[src/hdl/asrc_pkg.sv]
// Constants for the asynchronous 16-bit static RAM host controller.
// Assumes a single 50 MHz system clock; all pin timing is in whole clock cycles.
// Overview of operation
// Write enable stays high during every read.
// Address stable before chip select falls.
// Memory releases lane after lane control rises.
// Memory may drive lane immediately; release first.
// Write needs select, write enable, lane low.
// All strobes valid starts write; any ends.
// Data setup measured from write-ending edge.
// Write data stable before write-ending edge.
// Write data may change at ending edge.
// Address stable long before write ends.
// Address changes only after write-ending edge.
// Lane controls low long before write ends.
// Memory stops driving when write enable falls.
// Host releases bus soon after write ends; the host here drops its data driver one cycle (20 ns) after the ending edge.
// Write enable may span back-to-back writes.
// Output enable high before write enable falls.
// Deselected memory ignores controls, floats data.
// 262,144 words of 16 bits, two lanes.
// Read drives enabled lanes; write captures them.
// Space cycles; sample after access time.
// Old data held briefly after address changes.
package asrc_pkg;
    localparam int ADDR_W        = 18;
    localparam int DATA_W        = 16;
    localparam int LANES         = 2;
    localparam int CLK_PERIOD_PS = 20000;
    // Slowest grade, so any grade fitted is served
    localparam int T_ACCESS_PS   = 15000;
    localparam int T_CYCLE_PS    = 15000;
    localparam int T_WRITE_PS    = 10000;
    localparam int T_DSETUP_PS   = 7000;
    localparam int T_OE_WE_PS    = 4000;
    localparam int T_HIZ_PS      = 7000;
    // Least times round up
    localparam int ACCESS_CYC = (T_ACCESS_PS + CLK_PERIOD_PS - 1) / CLK_PERIOD_PS;
    localparam int WRITE_CYC  = (T_WRITE_PS + CLK_PERIOD_PS - 1) / CLK_PERIOD_PS;
    localparam int DSETUP_CYC = (T_DSETUP_PS + CLK_PERIOD_PS - 1) / CLK_PERIOD_PS;
    localparam int OE_WE_CYC  = (T_OE_WE_PS + CLK_PERIOD_PS - 1) / CLK_PERIOD_PS;
    localparam int HIZ_CYC    = (T_HIZ_PS + CLK_PERIOD_PS - 1) / CLK_PERIOD_PS;
    localparam int CYCLE_CYC  = (T_CYCLE_PS + CLK_PERIOD_PS - 1) / CLK_PERIOD_PS;
    localparam int CNT_W      = 4;

    typedef enum logic [2:0] {
        ASRC_IDLE  = 3'b000,
        ASRC_SETUP = 3'b001,
        ASRC_READ  = 3'b011,
        ASRC_WRITE = 3'b010,
        ASRC_REC   = 3'b110
    } asrc_state_e;
endpackage

[src/hdl/asrc_host.sv]
// Host controller for an asynchronous 256K x 16 static RAM.
// Assumes the memory pins are wired directly; data pins are split into in/out/enable.
`timescale 1ns/1ps
module asrc_host (
    // Clock and reset
    input  wire logic                               sys_clk,
    input  wire logic                               rst,
    // User request
    input  wire logic                               req_valid,
    output logic                                    req_ready,
    input  wire logic                               req_write,
    input  wire logic [asrc_pkg::ADDR_W-1:0]        req_addr,
    input  wire logic [asrc_pkg::DATA_W-1:0]        req_wdata,
    input  wire logic [asrc_pkg::LANES-1:0]         req_lanes,
    // Read answer
    output logic                                    rsp_valid,
    output logic [asrc_pkg::DATA_W-1:0]             rsp_rdata,
    // Memory pins
    output logic [asrc_pkg::ADDR_W-1:0]             word_address,
    output logic                                    chip_select_n,
    output logic                                    output_enable_n,
    output logic                                    write_enable_n,
    output logic                                    lower_byte_n,
    output logic                                    upper_byte_n,
    input  wire logic [asrc_pkg::DATA_W-1:0]        data_pins_in,
    output logic [asrc_pkg::DATA_W-1:0]             data_pins_out,
    output logic                                    data_pins_oe_n
);
    typedef struct packed {
        asrc_pkg::asrc_state_e              st;
        logic [asrc_pkg::CNT_W-1:0]         cnt;
        logic                               wr;
        logic [asrc_pkg::ADDR_W-1:0]        addr;
        logic [asrc_pkg::DATA_W-1:0]        wdata;
        logic [asrc_pkg::LANES-1:0]         lanes_n;
        logic                               cs_n;
        logic                               oe_n;
        logic                               we_n;
        logic                               drv_n;
        logic                               rvalid;
        logic [asrc_pkg::DATA_W-1:0]        rdata;
        logic [asrc_pkg::DATA_W-1:0]        smp1;
        logic [asrc_pkg::DATA_W-1:0]        smp2;
    } asrc_regs_s;

    asrc_regs_s r;
    asrc_regs_s next_r;

    // Read lane selection held with the request; declared before the logic that reads it
    logic [asrc_pkg::LANES-1:0] req_lanes_q;

    function automatic logic [asrc_pkg::CNT_W-1:0] asrc_cyc(input int n);
        asrc_cyc = asrc_pkg::CNT_W'(n);
    endfunction

    initial begin
        if (asrc_pkg::ACCESS_CYC + 2 >= (1 << asrc_pkg::CNT_W)) begin
            $error("asrc_host: access count does not fit counter");
        end
    end

    always_comb begin
        next_r        = r;
        next_r.rvalid = 1'b0;
        // Read data passes two flops; pins are outside the clock domain
        next_r.smp1   = data_pins_in;
        next_r.smp2   = r.smp1;
        if (r.cnt != '0) begin
            next_r.cnt = r.cnt - asrc_cyc(1);
        end
        unique case (r.st)
            asrc_pkg::ASRC_IDLE: begin
                if (req_valid) begin
                    // Address and write lanes settle before any strobe falls; read lanes fall with select, see
                    next_r.st      = asrc_pkg::ASRC_SETUP;
                    next_r.wr      = req_write;
                    next_r.addr    = req_addr;
                    next_r.wdata   = req_wdata;
                    next_r.lanes_n = req_write ? ~req_lanes : '1;
                    next_r.cs_n    = 1'b1;
                    next_r.oe_n    = 1'b1;
                    next_r.cnt     = asrc_cyc(asrc_pkg::OE_WE_CYC);
                end
            end
            asrc_pkg::ASRC_SETUP: begin
                if (r.cnt == '0) begin
                    next_r.cs_n = 1'b0;
                    if (r.wr) begin
                        // Host drives data only once output enable has long been high, see
                        next_r.st    = asrc_pkg::ASRC_WRITE;
                        next_r.we_n  = 1'b0;
                        next_r.drv_n = 1'b0;
                        next_r.cnt   = asrc_cyc(asrc_pkg::WRITE_CYC);
                    end else begin
                        // Write enable never falls on a read; bus released, see
                        next_r.st      = asrc_pkg::ASRC_READ;
                        next_r.oe_n    = 1'b0;
                        next_r.lanes_n = ~req_lanes_q;
                        next_r.cnt     = asrc_cyc(asrc_pkg::ACCESS_CYC + 2);
                    end
                end
            end
            asrc_pkg::ASRC_READ: begin
                if (r.cnt == '0) begin
                    // Sample from the synchroniser output after access time, see
                    next_r.rvalid  = 1'b1;
                    next_r.rdata   = r.smp2;
                    next_r.st      = asrc_pkg::ASRC_REC;
                    next_r.cs_n    = 1'b1;
                    next_r.oe_n    = 1'b1;
                    next_r.lanes_n = '1;
                    next_r.cnt     = asrc_cyc(asrc_pkg::HIZ_CYC);
                end
            end
            asrc_pkg::ASRC_WRITE: begin
                if (r.cnt == '0) begin
                    // Write enable rise ends the write; data held through it, see
                    next_r.we_n    = 1'b1;
                    next_r.st      = asrc_pkg::ASRC_REC;
                    next_r.cnt     = asrc_cyc(asrc_pkg::CYCLE_CYC);
                end
            end
            asrc_pkg::ASRC_REC: begin
                // Data driver dropped one cycle (20 ns) after the ending edge, outside the 3 ns window
                next_r.drv_n   = 1'b1;
                next_r.cs_n    = 1'b1;
                next_r.lanes_n = '1;
                if (r.cnt == '0) begin
                    next_r.st = asrc_pkg::ASRC_IDLE;
                end
            end
            default: begin
                next_r.st = asrc_pkg::ASRC_IDLE;
            end
        endcase
    end

    always_ff @(posedge sys_clk) begin
        if (rst) begin
            r         <= '0;
            r.st      <= asrc_pkg::ASRC_IDLE;
            r.cs_n    <= 1'b1;
            r.oe_n    <= 1'b1;
            r.we_n    <= 1'b1;
            r.drv_n   <= 1'b1;
            r.lanes_n <= '1;
            req_lanes_q <= '0;
        end else begin
            r <= next_r;
            if (r.st == asrc_pkg::ASRC_IDLE && req_valid) begin
                req_lanes_q <= req_lanes;
            end
        end
    end

    assign req_ready       = (r.st == asrc_pkg::ASRC_IDLE);
    assign rsp_valid       = r.rvalid;
    assign rsp_rdata       = r.rdata;
    assign word_address    = r.addr;
    assign chip_select_n   = r.cs_n;
    assign output_enable_n = r.oe_n;
    assign write_enable_n  = r.we_n;
    assign lower_byte_n    = r.lanes_n[0];
    assign upper_byte_n    = r.lanes_n[1];
    assign data_pins_out   = r.wdata;
    assign data_pins_oe_n  = r.drv_n;
endmodule

[config.mk]
export PLATFORM = sky130hd
export DESIGN_NAME = asrc_host
export DESIGN_NICKNAME = d
export VERILOG_FILES = /design/src/hdl/asrc_pkg.sv /design/src/hdl/asrc_host.sv
export SDC_FILE = /design/constraint.sdc
export NUM_CORES = 1
export LEC_CHECK = 0
export BUFFER_PORTS_ARGS = -buffer_cell sky130_fd_sc_hd__buf_2
export CORE_MARGIN = 3
export CORE_UTILIZATION = 30
export DETAILED_ROUTE_END_ITERATION = 6
export PLACE_DENSITY = 0.51
export RECOVER_POWER = 100
export SYNTH_ARGS = -nofsm -noshare
export SYNTH_HDL_FRONTEND = slang
export SYNTH_SLANG_ARGS = --single-unit
[constraint.sdc]
create_clock -name sys_clk -period 4.7 [get_ports sys_clk]
set_input_delay 0.235 -clock sys_clk [delete_from_list [all_inputs] [get_ports sys_clk]]
set_output_delay 0.235 -clock sys_clk [all_outputs]
set_load 0.01 [all_outputs]
==> reports/metrics.cfg <==
[floorplan]
core_region_area_sq_um = 12360
io_pins = 114
die-width_um = 119.9
start_util_pct = 31.48
dieArea_sq_um = 14370
die_h_um = 119.9
num_rows = 40

[sta]
relSlewSlack_pct = -18.45
rsz0062_at_grt = no
hold_slack_ns = 0.09597
finalSetupViolCount = 0
drv_slew = 42
finalSetupTns_ns = 0
hold_violations = 0
final.period_utilization_pct = 59.24
worst_pin_slew_ns = 1.777
fmax_mhz = 359.1
fin_skew_ns = 0.006843
min_period_ns = 2.784

[outcome]
violations = capacitance limit, slew limit
status = finished, violations left

[cells_and_area]
syn_to_final_growth_pct = 13.95
final_nets = 543
final_cell_mix = dfxtp_1, nand2_1, clkbuf_1
stdcell_count = 658
drive_gt1_share_pct = 15.31
antenna_cells = 0
layout_commonest_cell = dfxtp_1

[setup_path]
crit_arrival_ns = 3.03
rr_startpoint = r[90]
reg2reg_to = r[91]
crit_end = r[91]
crit_chain = inv_1, ha_1, nor3b_4, inv_1, mux2_1, o32ai_1
crit_path_end_kind = flop
cp_slowest_stage_delay_ns = 0.79
reg2reg_setup_slack_ns = 1.92
cp_slowest_cell = nor3b_4
path_class = reg -> reg
cp-startpoint = r[90]
worst_path_most_repeated_cell = inv_1
crit_fanout = 23
crit_path_start_kind = flop
required_ns = 4.95
reg2regPathDepth = 6

[cts]
cts-root-buf = clkbuf_16
clk_pin_slew_ns = 0.06
hold_buffers = 0
worst_skew_pair.late_latency_ns = 0.34
cts_inserted_buffers = 9
clock_path_buffers = 2
post_cts_buffers = 0
clock_sinks = 99
tritoncts = built
post_cts_resized = 0
cts_max_level = 3

[place]
dp_cells = 642
hpwlAfterDp_um = 5378
place_congestion = 0.7562
portBuffers = 113

[hold_path]
hp-class = in -> reg

[pwr]
power_density_nw_per_um2 = 535.0
power_leakage_uw = 0.001680
peakVddDrop_mv = 0.1768

[synthesis]
netlist_area_sq_um = 3891
synth_seq_cells = 99
ys.flop_type = dfxtp_1
syn_avg_cell_area_sq_um = 8.884
synth_cells = 438
syn_nets = 496
synth_edf_count = 0
synth_warnings = 0
seq_area_frac_synth_pct = 50.93
yosysUniqueCellTypes = 39
synth-async-reset-ratio_pct = 0

[detailed_routing]
drt-pass1-iter-count = 6
drt_iter0_drc = 132
route.vias.total = 2890
avgRoutedWirePerCell_um = 12.62
route.detailed.drc = 0
routed_via_density = 4.392
ant_nets = 0
routed_wl_um = 8304

[global_routing]
grt_max_degree = 100
antenna_found_initial = 0
grt-ovfl-total = 0
track_usage_pct = 11.78
grt_first_pass_wirelength_um = 13600
grt_pass1_vias = 2785

[flow_run]
cap_violations = 1

==> sequential cells by signal (all words and copies together) (netlist names), 2 cells and up <==
signal	flops
data_pins_out	16
r	24
req_lanes_q	2
rsp_rdata	16
word_address	18
next_r	16
==> kinds of logic after synthesis <==
kind of cell	synth area share [%]
and+or+nand+nor	20.64
adders and majority gates	0.6430
AOI/OAI and AO/OA	13.15
muxes	0.8039
buffers and inverters	13.83
DFF	50.93
==> stage by stage <==
step	worst slack (ns)	cell area [sq um]	utilization [%]	total power (uW)
4_1_cts	2.109	4526	36.61	2440
6_report	1.916	4434	35.87	2373
2_1_floorplan	3.082	3891	-	1477
3_5_place_dp	2.119	4182	33.83	1583
5_1_grt	1.588	4434	35.87	2529
3_3_place_gp	2.224	4182	33.83	1572
==> metal layers <==
metal | track usage, % | part of all wire, %
met5 | 0 | 0
met4 | 4.939 | 1.8
met3 | 3.629 | 7.3
met2 | 18.93 | 44
met1 | 14.65 | 47
==> worst min-delay path by stage <==
stage	start	end	slack (ns)	cells after the start
floorplan	data_pins_in[0]	next_r[0]	0.36	1
global placement	next_r[1]	r[1]	0.42	1
detailed placement	next_r[13]	r[13]	0.42	1
CTS	data_pins_in[11]	next_r[11]	0.08	2
global route	data_pins_in[9]	next_r[9]	0.09	2
finish	data_pins_in[0]	next_r[0]	0.1	2
==> power by group <==
group | leakage, uW | switching [uW] | internal, uW
combinational | 0.000705 | 337 | 191
sequential | 0.000812 | 72.5 | 932
clock | 0.000163 | 305 | 535
total | 0.00168 | 714 | 1660
==> critical path: cells and delay by family (launching register included) <==
family / cells / cell delay, ns
multiplexers: 1 / 0.45
buffers and inverters: 2 / 0.61
AO/OA/AOI/OAI: 1 / 0.26
AND/OR/NAND/NOR: 1 / 0.79
adder cells (fa/ha/maj): 1 / 0.23
flip-flops: 1 / 0.33
==> synthesized netlist by cell type (3+ instances only) <==
cell type / instances / area share [%]
inv_1: 6 / 0.58
clkbuf_1: 19 / 1.8
nor2b_1: 35 / 5.6
or2_2: 3 / 0.48
dfxtp_1: 99 / 51
nand3b_1: 3 / 0.58
nor3_1: 4 / 0.51
nor2_1: 5 / 0.48
a21oi_1: 55 / 7.1
nand2b_1: 3 / 0.48
nand3_1: 17 / 2.2
buf_2: 7 / 0.90
buf_4: 51 / 9.8
o21ai_0: 17 / 2.2
nand2_1: 79 / 7.6
==> final cells by class <==
type | count | area, sq um
flip-flops and latches | 99 | 1982
clock buffers | 12 | 246.5
repair buffers | 115 | 506.7
well taps | 168 | 210.2
clock inverters | 4 | 97.59
fillers | 1316 | 7928
inverters | 7 | 26.28
multi-input cells | 253 | 1365
Note: power is estimated with default switching activity, not from simulation.
